File: src/rtl/buck_prot_pkg.sv
// Constants and carrier types for buck protection and gate sequencing
package buck_prot_pkg;

   // ----------------------------------------
   // Clock and timing
   // ----------------------------------------
   localparam int unsigned CLK_PERIOD_PS = 25000;
   localparam int unsigned OVERLAP_TIMEOUT_NS = 250;
   // Longest wait rounds down, at least one cycle
   localparam int unsigned OVERLAP_TIMEOUT_RAW = (OVERLAP_TIMEOUT_NS * 1000) / CLK_PERIOD_PS;
   localparam int unsigned OVERLAP_TIMEOUT_CYC =
      (OVERLAP_TIMEOUT_RAW < 1) ? 1 : OVERLAP_TIMEOUT_RAW;
   localparam int unsigned TIMEOUT_W = 4;
   // Synchroniser latency plus one gate update before flags are trusted
   localparam int unsigned FLAG_SETTLE_CYC = 5;

   // ----------------------------------------
   // Voltage code decode, units of 0.1 mV
   // ----------------------------------------
   localparam int unsigned CODE_W = 7;
   localparam int unsigned TARGET_W = 14;
   localparam logic [TARGET_W-1:0] TARGET_TOP = 14'h3a98;
   localparam logic [TARGET_W-1:0] TARGET_STEP = 14'h007d;
   localparam logic [TARGET_W-1:0] TARGET_ZERO = 14'h0000;

   // ----------------------------------------
   // Reset values
   // ----------------------------------------
   localparam logic GATE_OFF = 1'h0;
   localparam logic FLAG_CLR = 1'h0;

   // ----------------------------------------
   // Carrier types
   // ----------------------------------------
   // Pin and comparator flags, all asynchronous to clk_in
   typedef struct packed {
      logic enable;              // Enable pin
      logic supply_ok;           // Supply above supply_ok_threshold
      logic supply_uvlo;         // Supply below supply_undervoltage_threshold
      logic overvoltage;         // Output above overvoltage_protect threshold
      logic sense_below_enter;   // output_sense_ref below -300 mV
      logic sense_above_exit;    // output_sense_ref above -100 mV
      logic switch_node_low;     // switch_node below 2.2 V
      logic high_gate_low;       // high_side_gate below 2.2 V
      logic low_gate_low;        // low_side_gate below 2.2 V
      logic pg_window;           // Output inside power-good window
      logic [CODE_W-1:0] voltage_code;
   } sense_pins_t;

   typedef struct packed {
      logic high_side_gate;
      logic low_side_gate;
   } gate_drive_t;

endpackage : buck_prot_pkg

File: src/rtl/flag_sync.sv
// Three-stage synchroniser with agreement filter
`timescale 1ns/1ps
module flag_sync #(
   parameter int unsigned W = 1
) (
   // Clock and reset
   input wire logic clk_in,
   input wire logic sys_rst_in,
   // Asynchronous inputs
   input wire logic [W-1:0] async_in,
   // Synchronised outputs
   output logic [W-1:0] sync_out
);

   logic [W-1:0] stage1_r;
   logic [W-1:0] stage2_r;
   logic [W-1:0] stage3_r;
   logic [W-1:0] held_r;

   // ----------------------------------------
   // Synchroniser chain
   // ----------------------------------------
   always_ff @(posedge clk_in)
   begin
      if (sys_rst_in)
      begin
         stage1_r <= '0;
         stage2_r <= '0;
         stage3_r <= '0;
      end
      else
      begin
         stage1_r <= async_in;
         stage2_r <= stage1_r;
         stage3_r <= stage2_r;
      end
   end

   // ----------------------------------------
   // Accept a bit once stages two and three agree
   // ----------------------------------------
   always_ff @(posedge clk_in)
   begin
      if (sys_rst_in)
         held_r <= '0;
      else
      begin
         for (int i = 0; i < W; i++)
         begin
            if (stage2_r[i] == stage3_r[i])
               held_r[i] <= stage3_r[i];
         end
      end
   end

   assign sync_out = held_r;

endmodule : flag_sync

File: src/rtl/buck_protection_gate_sequencer.sv
// Protection, enable gating and adaptive dead-time gate sequencer
`timescale 1ns/1ps
module buck_protection_gate_sequencer
   import buck_prot_pkg::*;
#(
   parameter int unsigned TIMEOUT_CYC = OVERLAP_TIMEOUT_CYC
) (
   // Clock and reset
   input wire logic clk_in,
   input wire logic sys_rst_in,
   // Internal modulation, same clock domain
   input wire logic pwm_in,
   // Pins and comparator flags
   input wire buck_prot_pkg::sense_pins_t pins_in,
   // Gate drive
   output buck_prot_pkg::gate_drive_t gate_drive_out,
   // Open-drain power-good
   output logic power_good_out,
   output logic power_good_oe_n_out,
   // Decoded target, 0.1 mV units
   output logic [buck_prot_pkg::TARGET_W-1:0] target_out,
   // Status
   output logic latched_off_out,
   output logic reverse_protect_out
);
   import buck_prot_pkg::*;

   typedef enum logic [1:0] {
      PWR_SHUTDOWN,
      PWR_RUN,
      PWR_LATCHED
   } power_state_t;

   typedef enum logic [2:0] {
      SEQ_IDLE,
      SEQ_HIGH_ON,
      SEQ_WAIT_LOW,
      SEQ_LOW_ON,
      SEQ_WAIT_HIGH
   } seq_state_t;

   sense_pins_t pins_s;
   power_state_t pwr_r;
   power_state_t pwr_nxt;
   seq_state_t seq_r;
   seq_state_t seq_nxt;
   logic reverse_protect_r;
   logic [TIMEOUT_W-1:0] timeout_cnt_r;
   logic timeout_hit;
   logic flags_settled;
   gate_drive_t gate_nxt;
   gate_drive_t gate_r;
   logic power_good_r;
   logic [TARGET_W-1:0] target_r;

   // ----------------------------------------
   // Voltage code decode
   // ----------------------------------------
   function automatic logic [TARGET_W-1:0] decode_code(input logic [CODE_W-1:0] code);
      logic [TARGET_W+CODE_W-1:0] drop;
      drop = TARGET_STEP * code;
      if (drop >= {{CODE_W{1'b0}}, TARGET_TOP})
         decode_code = TARGET_ZERO;
      else
         decode_code = TARGET_TOP - drop[TARGET_W-1:0];
   endfunction : decode_code

   // ----------------------------------------
   // Input synchronisation
   // ----------------------------------------
   // synchronise comparator flags
   flag_sync #(
      .W($bits(sense_pins_t))
   ) u_pin_sync (
      .clk_in(clk_in),
      .sys_rst_in(sys_rst_in),
      .async_in(pins_in),
      .sync_out(pins_s)
   );

   // ----------------------------------------
   // Power state
   // ----------------------------------------
   always_comb
   begin
      pwr_nxt = pwr_r;
      case (pwr_r)
         PWR_SHUTDOWN:
            // start on supply ok and enable
            if (pins_s.enable && pins_s.supply_ok && !pins_s.supply_uvlo)
               pwr_nxt = PWR_RUN;
         PWR_RUN:
            // stop on undervoltage or enable low
            if (!pins_s.enable || pins_s.supply_uvlo)
               pwr_nxt = PWR_SHUTDOWN;
            else if (pins_s.overvoltage)
               pwr_nxt = PWR_LATCHED;
         PWR_LATCHED:
            // clear by enable low or supply loss
            if (!pins_s.enable || pins_s.supply_uvlo)
               pwr_nxt = PWR_SHUTDOWN;
         default:
            pwr_nxt = PWR_SHUTDOWN;
      endcase
   end

   always_ff @(posedge clk_in)
   begin
      if (sys_rst_in)
         pwr_r <= PWR_SHUTDOWN;
      else
         pwr_r <= pwr_nxt;
   end

   // ----------------------------------------
   // Reverse voltage protection
   // ----------------------------------------
   always_ff @(posedge clk_in)
   begin
      if (sys_rst_in)
         reverse_protect_r <= FLAG_CLR;
      // enter below -300 mV, entry wins
      else if (pins_s.sense_below_enter)
         reverse_protect_r <= 1'b1;
      else if (pins_s.sense_above_exit)
         reverse_protect_r <= FLAG_CLR;
   end

   // ----------------------------------------
   // Dead-time sequencer
   // ----------------------------------------
   assign timeout_hit = (timeout_cnt_r >= TIMEOUT_W'(TIMEOUT_CYC - 1));
   assign flags_settled = (timeout_cnt_r >= TIMEOUT_W'(FLAG_SETTLE_CYC));

   always_comb
   begin
      seq_nxt = seq_r;
      case (seq_r)
         SEQ_IDLE:
            if (pwm_in)
               seq_nxt = SEQ_WAIT_HIGH;
            else
               seq_nxt = SEQ_WAIT_LOW;
         SEQ_HIGH_ON:
            // modulation fall turns high side off
            if (!pwm_in)
               seq_nxt = SEQ_WAIT_LOW;
         SEQ_WAIT_LOW:
            if (pwm_in)
               seq_nxt = SEQ_WAIT_HIGH;
            // wait for switch node and high gate
            else if (flags_settled && pins_s.switch_node_low && pins_s.high_gate_low)
               seq_nxt = SEQ_LOW_ON;
            else if (timeout_hit)
               seq_nxt = SEQ_LOW_ON;
         SEQ_LOW_ON:
            // modulation rise turns low side off
            if (pwm_in)
               seq_nxt = SEQ_WAIT_HIGH;
         SEQ_WAIT_HIGH:
            if (!pwm_in)
               seq_nxt = SEQ_WAIT_LOW;
            // wait for low gate below threshold
            else if (flags_settled && pins_s.low_gate_low)
               seq_nxt = SEQ_HIGH_ON;
         default:
            seq_nxt = SEQ_IDLE;
      endcase
   end

   always_ff @(posedge clk_in)
   begin
      if (sys_rst_in)
         seq_r <= SEQ_IDLE;
      else if (pwr_r != PWR_RUN || reverse_protect_r)
         seq_r <= SEQ_IDLE;
      else
         seq_r <= seq_nxt;
   end

   always_ff @(posedge clk_in)
   begin
      if (sys_rst_in)
         timeout_cnt_r <= '0;
      else if (seq_nxt != seq_r || (seq_r != SEQ_WAIT_LOW && seq_r != SEQ_WAIT_HIGH))
         timeout_cnt_r <= '0;
      else if (timeout_cnt_r != '1)
         timeout_cnt_r <= timeout_cnt_r + TIMEOUT_W'(1);
   end

   // ----------------------------------------
   // Gate drive selection
   // ----------------------------------------
   always_comb
   begin
      gate_nxt.high_side_gate = GATE_OFF;
      gate_nxt.low_side_gate = GATE_OFF;
      case (pwr_r)
         PWR_RUN:
            if (!reverse_protect_r)
            begin
               // gates decoded from one state only
               gate_nxt.high_side_gate = (seq_r == SEQ_HIGH_ON);
               gate_nxt.low_side_gate = (seq_r == SEQ_LOW_ON);
            end
         PWR_LATCHED:
            gate_nxt.low_side_gate = !reverse_protect_r;
         PWR_SHUTDOWN:
            gate_nxt.low_side_gate = GATE_OFF;
         default:
            gate_nxt.low_side_gate = GATE_OFF;
      endcase
      // overvoltage in run acts at once
      if (pwr_r == PWR_RUN && pins_s.overvoltage)
      begin
         gate_nxt.high_side_gate = GATE_OFF;
         gate_nxt.low_side_gate = !reverse_protect_r;
      end
   end

   always_ff @(posedge clk_in)
   begin
      if (sys_rst_in)
         gate_r <= '0;
      else
         gate_r <= gate_nxt;
   end

   // ----------------------------------------
   // Power-good and voltage target
   // ----------------------------------------
   always_ff @(posedge clk_in)
   begin
      if (sys_rst_in)
         power_good_r <= FLAG_CLR;
      else
         power_good_r <= (pwr_r == PWR_RUN) && pins_s.pg_window && !reverse_protect_r;
   end

   always_ff @(posedge clk_in)
   begin
      if (sys_rst_in)
         target_r <= TARGET_TOP;
      else
         target_r <= decode_code(pins_s.voltage_code);
   end

   // ----------------------------------------
   // Outputs
   // ----------------------------------------
   assign gate_drive_out = gate_r;
   assign power_good_out = power_good_r;
   assign power_good_oe_n_out = power_good_r;
   assign target_out = target_r;
   assign latched_off_out = (pwr_r == PWR_LATCHED);
   assign reverse_protect_out = reverse_protect_r;

endmodule : buck_protection_gate_sequencer

File: config.mk
export PLATFORM = sky130hd
export DESIGN_NAME = buck_protection_gate_sequencer
export DESIGN_NICKNAME = d
export VERILOG_FILES = /design/src/rtl/buck_prot_pkg.sv /design/src/rtl/flag_sync.sv /design/src/rtl/buck_protection_gate_sequencer.sv
export SDC_FILE = /design/constraint.sdc
export NUM_CORES = 1
export LEC_CHECK = 0
export BUFFER_PORTS_ARGS = -buffer_cell sky130_fd_sc_hd__buf_2
export CORE_ASPECT_RATIO = 1.25
export CORE_MARGIN = 5
export CORE_UTILIZATION = 64
export CTS_CLUSTER_SIZE = 10
export DETAILED_ROUTE_END_ITERATION = 8
export PLACE_DENSITY = 0.82
export SLEW_MARGIN = 25
export SYNTH_ARGS = -nofsm -noshare
export SYNTH_HDL_FRONTEND = slang
export SYNTH_SLANG_ARGS = --single-unit
File: constraint.sdc
create_clock -name clk_in -period 8.67 [get_ports clk_in]
set_clock_uncertainty 0.1 [all_clocks]
set_input_delay 1.734 -clock clk_in [delete_from_list [all_inputs] [get_ports clk_in]]
set_output_delay 1.734 -clock clk_in [all_outputs]
set_load 0.01 [all_outputs]
Word level (Yosys, flattened, before mapping)
Cells that the tools add are included.

$add $sub $neg: 2. $mul: 1. $lt $le $gt $ge: 3. Equal/unequal tests: 31. Muxes and demuxes: 20. Bitwise logic cells: 1. Reduce and logical (&&, ||, !) cells: 23.

Operator list (count): $mux 3 (8); $eq 1x1->1 (17); $pmux 3 s5 (1); $ge 14x14->1 const B (1); $mul 7x7->14 const A (1); $mux 14 (1); $sub 14x14->14 const A (1); $logic_and 1x1->1 (9); $mux 2 (4); $eq 3x2->1 const B (2); $ne 3x2->1 const B (2); $pmux 2 s3 (1); $reduce_or 2->1 (3); $add 4x1->4 const B (1); $ge 4x3->1 const B (1); $ge 4x4->1 const B (1); $mux 1 (4); $ne 2x1->1 const B (2); $ne 4x4->1 const B (1); $reduce_or 4->1 (1); $eq 3x1->1 const B (1); $eq 3x3->1 const B (1); $logic_not 1->1 (3); $logic_not 3->1 (1); other kinds (11) (13).

Register bits: 95. Input port bits: 20. Output and inout bits: 20. Word-level logic and storage cells: 110.

Longest topological paths before layout
Gate-level depths: netlist of the first run.

Depth in word-level cells: 9. Mapped depth: 17. Mapped depth without buffers: 16.

By module
Synthesis of the first run repeated with hierarchy kept, for this count alone.

Cell total of the unflattened synthesis: 461. Area total of the unflattened synthesis: 4626.9 sq um.

By module, submodules not included: buck_protection_gate_sequencer (instances 1, cells each 284, area each 2658.8 sq um, seq. area each 540.5 sq um); flag_sync (instances 1, cells each 177, area each 1968.1 sq um, seq. area each 1361.3 sq um).

Least setup slack after synthesis of the first run
OpenSTA, ideal clock, no wires.

Kind: register to register. Start: register u_pin_sync.held_r[1] (netlist: u_pin_sync.sync_out[1]). End: register target_r[11] (netlist: target_out[11]). Library setup time: 79 ps. Arrival time: 4162 ps. Data required time: 8491 ps. Setup slack: 4328 ps. Stages on the path, launching flop included: 17. Path buffers: 0. Clock period less this slack: 4342 ps. Cells stage by stage: dfxtp_1 inv_1 fa_1 inv_1 ha_1 inv_1 fa_1 inv_1 fa_1 ha_1 nand2b_1 a2111o_1 and2_4 xnor2_4 a221oi_2 nor2_2 a22oi_1.

Longest elaborated chain between the ends: 3. Elaborated cells on any way between the ends: 4. Classes of those cells: 1 x add/sub; 1 x mul; 1 x order compare; 1 x mux.

RTL lines: from (decl) (line flag_sync.sv:18) `logic [W-1:0] held_r;`; from (signal, indexed assignment) (line flag_sync.sv:51) `held_r[i] <= stage3_r[i];`; $mul 7x7->14 * (line buck_protection_gate_sequencer.sv:61) `drop = TARGET_STEP * code;`; $sub 14x14->14 / $ge 14x14->1 (equally long branches) (line buck_protection_gate_sequencer.sv:65, buck_protection_gate_sequencer.sv:62); $mux 14 * (line buck_protection_gate_sequencer.sv:62) `if (drop >= {{CODE_W{1'b0}}, TARGET_TOP})`; to (signal assigned) (line buck_protection_gate_sequencer.sv:245) `target_r <= decode_code(pins_s.voltage_code);`; to (decl) (line buck_protection_gate_sequencer.sv:54) `logic [TARGET_W-1:0] target_r;`.

Every way passes the cells marked *; elsewhere a longest branch is shown, timed or not. A chain may end at the register's enable or synchronous reset.

Worst setup path after layout of the first run
Start: register u_pin_sync.held_r[1] (netlist: u_pin_sync.sync_out[1]). End: register target_r[7] (netlist: target_out[7]).

Same word-level chain as after synthesis.

==> results.json, run 1 <==
{
  "status": "finished, final reports clean",
  "worst_skew_pair.late_latency_ns": 0.37,
  "crit_required_ns": 8.87,
  "syn_inst": 463,
  "synth.mux.area_fraction": 0.00441,
  "drive_gt1_frac": 0.132,
  "yosysWarnings": 0,
  "top_layer_used": "met4",
  "crit_path_end_kind": "register",
  "std_cell_rows": 34,
  "start_kind": "register",
  "area_growth_pct": 10.1,
  "gp_congestion": 0.853,
  "die_h_um": 104,
  "clock_path_buffers": 2,
  "finalPower_w": 0.000755,
  "crit_fanout": 6,
  "track_usage": 0.180,
  "worstReg2RegEnd": "target_out[7]$_SDFF_PP1_",
  "synthAdderAreaFrac": 0.179,
  "r2r-start": "u_pin_sync.sync_out[1]$_SDFFE_PP0N_",
  "synthesis.area_sq_um": 4540,
  "clk_pin_slew_ns": 0.10,
  "synth_compound_area_frac": 0.138,
  "holdPathStages": 1,
  "ys_seq_area_frac": 0.419,
  "antenna_cells": 0,
  "wl_met2_um": 3620,
  "worst_slew_pin_slew_ns": 0.721,
  "hold_end": "u_pin_sync.stage2_r[12]$_SDFF_PP0_",
  "cts_setup_buffers": 0,
  "multi_input_area_sq_um": 2410,
  "syn_area_per_cell_sq_um": 9.80,
  "finalWirelength_um": 7330,
  "cts-root-buf": "clkbuf_8",
  "hpwl_um": 5460,
  "timing.setup.tns_ns": 0,
  "setup_viol": 0,
  "syn-num-nets": 539,
  "min_period_ns": 4.72,
  "grt_pass1_wl_um": 13000,
  "final.fill_count": 516,
  "cts_htree_levels": 3,
  "pin_count": 40,
  "min-delay-start": "u_pin_sync.stage1_r[12]$_SDFF_PP0_",
  "ys.flop_type": "dfxtp_1",
  "cts_tree": "built",
  "period_share": 0.544,
  "drcViolationCount": 0,
  "routedWlPerCell_um": 12.2,
  "synth-async-reset-ratio": 0,
  "numCtsBuffers": 9,
  "drt_iter0_markers": 113,
  "finalMaxSlewViolations": 0,
  "grt_max_degree": 77,
  "first_global_vias": 3035,
  "vias": 3102,
  "post_cts_resized": 0,
  "ff2ff_setup_slack_ns": 3.95,
  "vias_per_cell": 5.18,
  "finalHoldViolCount": 0,
  "powerDensity_nw_per_um2": 151,
  "firstDrtPassIters": 4,
  "synth_xor_area_frac": 0.0508,
  "die_area_sq_um": 8880,
  "seq_area_sq_um": 1900,
  "wl_met1_um": 3260,
  "met3_length_um": 362,
  "power.leakage_nw": 2.14,
  "io_buffer_count": 39,
  "synth_top_family_by_area": "adder cells",
  "crit_type": "register to register",
  "clock.fmax_ghz": 0.212,
  "rsz0062_at_grt": "no",
  "hold_path.class": "register to register",
  "ys_types": 52,
  "grt.overflow.total": 0,
  "nets": 580,
  "synth_seq_cells": 95,
  "die_x_um": 85.3,
  "ant_nets": 0,
  "start_util": 0.654,
  "crit_arrival_ns": 4.91,
  "drv_cap": 0,
  "antenna_found_initial": 0,
  "reg2regPathDepth": 16,
  "ir_worst_vdd_v": 0.000133,
  "ctsHoldBuffers": 0,
  "synth-simple-area-share": 0.159,
  "cts.sinks": 95,
  "relSlewSlack": 0.519,
  "coreArea_sq_um": 6930,
  "synth_edf_count": 0
}
[sequential cells by signal, indices dropped and copies added, names as in the netlist]
| signal | cells |
|---|---|
| reverse_protect_out | 1 |
| target_out | 14 |
| timeout_cnt_r | 4 |
| u_pin_sync.stage1_r | 17 |
| pwr_r | 2 |
| u_pin_sync.sync_out | 17 |
| u_pin_sync.stage3_r | 17 |
| u_pin_sync.stage2_r | 17 |
| seq_r | 3 |
| gate_drive_out | 2 |
| power_good_oe_n_out | 1 |
[layout by cell type, fill, tap and decap left out, types with 4 or more instances in the layout]
master and instances:
nor3_1 4, nand2_1 23, inv_1 48, fa_1 15
o21ai_0 22, a21oi_1 33, nand2b_1 5, clkbuf_8 9
nor2b_1 57, xnor2_1 16, and2_1 5, dfxtp_1 95
ha_1 41, nand3_1 4, o21ai_1 6, a22oi_1 6
buf_2 39, nor2_1 24, xor2_1 4
[power by group]
| part | total, W | switching (W) | internal [W] | leakage, nW |
|---|---|---|---|---|
| sequential | 0.000450 | 0.00000374 | 0.000447 | 0.775 |
| clock | 0.000278 | 0.000167 | 0.000111 | 0.0916 |
| combinational | 0.0000270 | 0.0000143 | 0.0000128 | 1.28 |
| total | 0.000755 | 0.000185 | 0.000570 | 2.14 |
[cell type report]
class                   instances  share of cell area
multi-input cells             310               0.483
clock buffers                   9              0.0248
inverters                      48              0.0361
well taps                      90              0.0225
flip-flops and latches         95               0.381
repair buffers                 40              0.0406
clock inverters                 7              0.0125
[how the worst max path moves through the flow]
stage,from,endpoint,slack [ns],depth (start not counted)
6_report,u_pin_sync.sync_out[1]$_SDFFE_PP0N_,target_out[7]$_SDFF_PP1_,3.95,16
5_1_grt,u_pin_sync.sync_out[1]$_SDFFE_PP0N_,target_out[7]$_SDFF_PP1_,3.67,16
4_1_cts,u_pin_sync.sync_out[1]$_SDFFE_PP0N_,target_out[7]$_SDFF_PP1_,3.95,16
3_5_place_dp,u_pin_sync.sync_out[1]$_SDFFE_PP0N_,target_out[7]$_SDFF_PP1_,3.95,16
3_3_place_gp,u_pin_sync.sync_out[4]$_SDFFE_PP0N_,target_out[7]$_SDFF_PP1_,4.16,14
2_1_floorplan,u_pin_sync.sync_out[1]$_SDFFE_PP0N_,target_out[11]$_SDFF_PP1_,4.33,16
[logic make-up after synthesis]
logic type / count (synthesis)
AO/OA/AOI/OAI: 96
XOR/XNOR: 22
adder cells (fa/ha/maj): 56
buffers and inverters: 58
flip-flops: 95
multiplexers: 2
AND/OR/NAND/NOR: 134
[synthesized netlist by cell type (6+ instances only)]
master     n  area [sq um]
a21oi_1   33           165
a22oi_1    6          45.0
clkbuf_1   6          22.5
dfxtp_1   95          1900
fa_1      15           300
ha_1      41           513
inv_1     48           180
nand2_1   23          86.3
nor2_1    24          90.1
nor2b_1   57           357
o21ai_0   22           110
o21ai_1    6          30.0
xnor2_1   16           140
[routing by layer]
layer,global-route usage,vias up
met3,0.0436,10
met2,0.297,61
met1,0.217,1420
met4,0.0882,0
li1,-,1611
met5,0,-
[per-stage QoR]
step                setup slack (ns)  instances  hold slack (ns)  cell area, sq um   util
floorplan                       4.33        463            0.314              4540      -
detailed placement              3.95        583            0.320              4810  0.693
global route                    3.67        599            0.356              4990  0.720
global placement                4.16        583            0.315              4810  0.693
finish                          3.95        599            0.341              4990  0.720
CTS                             3.95        599            0.345              4990  0.720
[critical path: stages, from the launching register on]
cell and delay [ns]:
dfxtp_1 0.43, inv_1 0.11, fa_1 0.58, inv_1 0.07
ha_1 0.28, inv_1 0.06, fa_1 0.52, inv_1 0.05
fa_1 0.45, ha_1 0.37, nand2b_1 0.11, a2111o_1 0.43
and2_4 0.19, xnor2_4 0.14, a221oi_2 0.44, nor2_2 0.12
a22oi_1 0.18
Note: power is estimated with default switching activity, not from simulation.
==> run 2, diff against run 1 <==
--- a/config.mk
+++ b/config.mk
@@ -5,13 +5,14 @@
 export SDC_FILE = /design/constraint.sdc
 export NUM_CORES = 1
 export LEC_CHECK = 0
+export ABC_AREA = 1
 export BUFFER_PORTS_ARGS = -buffer_cell sky130_fd_sc_hd__buf_2
 export CORE_ASPECT_RATIO = 1.25
 export CORE_MARGIN = 5
-export CORE_UTILIZATION = 64
+export CORE_UTILIZATION = 54
 export CTS_CLUSTER_SIZE = 10
 export DETAILED_ROUTE_END_ITERATION = 8
-export PLACE_DENSITY = 0.82
+export PLACE_DENSITY = 0.73
 export SLEW_MARGIN = 25
 export SYNTH_ARGS = -nofsm -noshare
 export SYNTH_HDL_FRONTEND = slang
==> constraint.sdc (replaced) <==
create_clock -name clk_in -period 3.9 [get_ports clk_in]
set_clock_uncertainty 0.1 [all_clocks]
set_input_delay 0.78 -clock clk_in [delete_from_list [all_inputs] [get_ports clk_in]]
set_output_delay 0.78 -clock clk_in [all_outputs]
set_load 0.01 [all_outputs]
==> results.json, run 2 <==
{
  "start_kind": "register",
  "hold_end": "u_pin_sync.stage2_r[12]$_SDFF_PP0_",
  "layout_common_cells": "inv_1, dfxtp_1, nor2_1",
  "crit_path_end_kind": "register",
  "ctsHoldBuffers": 0,
  "r2r-start": "u_pin_sync.sync_out[1]$_SDFFE_PP0N_",
  "vias": 3835,
  "powerDensity_nw_per_um2": 314,
  "vias_per_cell": 4.75,
  "place_ws_ns": -0.231,
  "worst_slew_pin_slew_ns": 0.680,
  "track_usage": 0.185,
  "crit_type": "register to register",
  "ant_nets": 0,
  "worst_skew_pair.late_latency_ns": 0.37,
  "cts.sinks": 95,
  "clock_path_buffers": 2,
  "yosysTopAreaCell": "dfxtp_1",
  "synth_commonest_cells": "inv_1, dfxtp_1, nand2_1, nor2_1, ha_1",
  "numCtsBuffers": 9,
  "violations": "negative setup slack",
  "finalWirelength_um": 9450,
  "syn_inst": 601,
  "syn_area_per_cell_sq_um": 7.88,
  "firstDrtPassIters": 4,
  "place_inst": 781,
  "ys_types": 31,
  "start_util": 0.550,
  "synth-async-reset-ratio": 0,
  "std_cell_rows": 38,
  "gp_congestion": 0.873,
  "status": "finished with violations",
  "antenna_found_initial": 0,
  "area_growth_pct": 25.6,
  "hold_path.class": "register to register",
  "grt.overflow.total": 0,
  "drive_gt1_frac": 0.276,
  "rsz0062_at_grt": "yes",
  "synth_edf_count": 0,
  "crit_required_ns": 4.11,
  "crit_arrival_ns": 4.29,
  "ir_worst_vdd_v": 0.000286,
  "syn-num-nets": 677,
  "min_period_ns": 4.09,
  "ys.flop_type": "dfxtp_1",
  "drv_cap": 0,
  "crit_fanout": 7,
  "period_share": 1.05,
  "synth_seq_cells": 95,
  "setup_ws_ns": -0.189,
  "worstReg2RegEnd": "target_out[6]$_SDFF_PP0_",
  "power.leakage_nw": 2.89,
  "ys_top_cells_by_area": "dfxtp_1, ha_1, inv_1, nand2_1, nor2_1",
  "clock.fmax_ghz": 0.245,
  "coreArea_sq_um": 8610,
  "ff2ff_setup_slack_ns": -0.19,
  "grt_max_degree": 68,
  "synth_top_area_frac": 0.401,
  "final_common_cell": "inv_1",
  "setup_viol": 14,
  "die_area_sq_um": 10800,
  "finalMaxSlewViolations": 0,
  "holdPathStages": 2,
  "synth.most_common_cell": "inv_1",
  "finalHoldViolCount": 0,
  "clk_pin_slew_ns": 0.10,
  "drcViolationCount": 0,
  "nets": 759,
  "grt_pass1_wl_um": 15900,
  "cts_tree": "built",
  "pin_count": 40,
  "drt_iter0_markers": 161,
  "reg2regPathDepth": 20,
  "cts_htree_levels": 3,
  "ys_seq_area_frac": 0.401,
  "cts-root-buf": "clkbuf_8",
  "hpwl_um": 6810,
  "die_h_um": 115,
  "yosysWarnings": 0,
  "die_x_um": 93.8,
  "first_global_vias": 3812,
  "final_cells": 808,
  "antenna_cells": 0,
  "min-delay-start": "u_pin_sync.stage1_r[12]$_SDFF_PP0_",
  "routedWlPerCell_um": 11.7,
  "relSlewSlack": 0.546,
  "synthesis.area_sq_um": 4740,
  "io_buffer_count": 39
}
-- run 2: cell types whose count changed after synthesis, moves of 7 or more --
cell	delta
a211oi_1	+12
inv_1	+88
nand2_1	+71
nand3_1	+20
nand4_1	+7
nor2_1	+58
nor2_2	+7
nor2b_1	-57
o21ai_0	-9
xnor2_1	-13
xor2_1	+7
-- run 2: metrics by stage --
stage / hold WS [ns] / utilization / power [W] / setup TNS [ns] / cell area [sq um]
final: 0.308 / 0.691 / 0.00187 / -2.11 / 5950
after global routing: 0.325 / 0.691 / 0.00196 / -4.24 / 5950
after CTS: 0.310 / 0.674 / 0.00188 / -1.46 / 5800
after detailed placement: 0.296 / 0.623 / 0.00119 / -3.11 / 5360
after global placement: 0.289 / 0.623 / 0.00118 / -1.66 / 5360
after floorplan: 0.288 / - / 0.00114 / 0 / 4830
-- run 2: critical path: stages, from the launching register on --
cell and delay [ns]:
dfxtp_2 0.34, inv_2 0.05, fa_2 0.62, inv_4 0.06
ha_4 0.25, inv_2 0.03, fa_2 0.53, inv_2 0.04
fa_2 0.43, ha_4 0.36, nand3_4 0.10, nand4_1 0.13
buf_4 0.14, nand3_4 0.07, o21ai_4 0.19, nand3_2 0.10
nand2_2 0.10, nand2_4 0.08, nand2_8 0.10, nand2_8 0.08
nor2_2 0.11
-- run 2: power breakdown --
part | internal [W] | total [W] | switching [W]
Sequential | 0.00100 | 0.00102 | 0.0000155
Clock | 0.000316 | 0.000695 | 0.000379
Combinational | 0.0000631 | 0.000157 | 0.0000941
-- run 2: worst max-delay path by stage --
stage / from / to / slack (ns) / depth (start not counted)
after floorplan: u_pin_sync.sync_out[6]$_SDFFE_PP0N_ / target_out[0]$_SDFF_PP0_ / 0.02 / 19
after global placement: u_pin_sync.sync_out[1]$_SDFFE_PP0N_ / target_out[13]$_SDFF_PP1_ / -0.14 / 22
after detailed placement: u_pin_sync.sync_out[1]$_SDFFE_PP0N_ / target_out[6]$_SDFF_PP0_ / -0.23 / 21
after CTS: u_pin_sync.sync_out[3]$_SDFFE_PP0N_ / target_out[6]$_SDFF_PP0_ / -0.11 / 23
after global routing: u_pin_sync.sync_out[1]$_SDFFE_PP0N_ / target_out[6]$_SDFF_PP0_ / -0.33 / 22
final: u_pin_sync.sync_out[1]$_SDFFE_PP0N_ / target_out[6]$_SDFF_PP0_ / -0.19 / 20
-- run 2: cell type report --
| class | count | area [sq um] |
|---|---|---|
| Sequential cell | 95 | 1910 |
| Clock buffer | 9 | 124 |
| Timing Repair Buffer | 80 | 510 |
| Fill cell | 696 | 2660 |
| Tap cell | 120 | 150 |
| Inverter | 137 | 517 |
| Clock inverter | 7 | 95.1 |
| Multi-Input combinational cell | 360 | 2650 |
-- run 2: cells by family (layout without fill, tap and decap cells) --
family / Yosys count / after routing / synth area share
AOI/OAI and AO/OA: 61 / 61 / 0.0734
xor gates and xnor gates: 15 / 15 / 0.0293
and+or+nand+nor: 228 / 228 / 0.208
buffers and inverters: 146 / 233 / 0.116
adders and majority gates: 56 / 56 / 0.172
DFF: 95 / 95 / 0.401
-- run 2: timing repair --
| action | in CTS | in global routing |
|---|---|---|
| setup buffers | 8 | 3 |
| resized for setup | 42 | 36 |
| hold endpoints to repair | 0 | 0 |
| setup endpoints to repair | 14 | 14 |
| pin swaps | 35 | 32 |
-- run 2: metal layers --
metal  track usage  up-vias  wire length, um
met5             0        -                0
met4        0.0857        0              279
met3        0.0414       25              365
met2         0.334       73             4990
met1         0.204     1745             3810
li1              -     1992                -
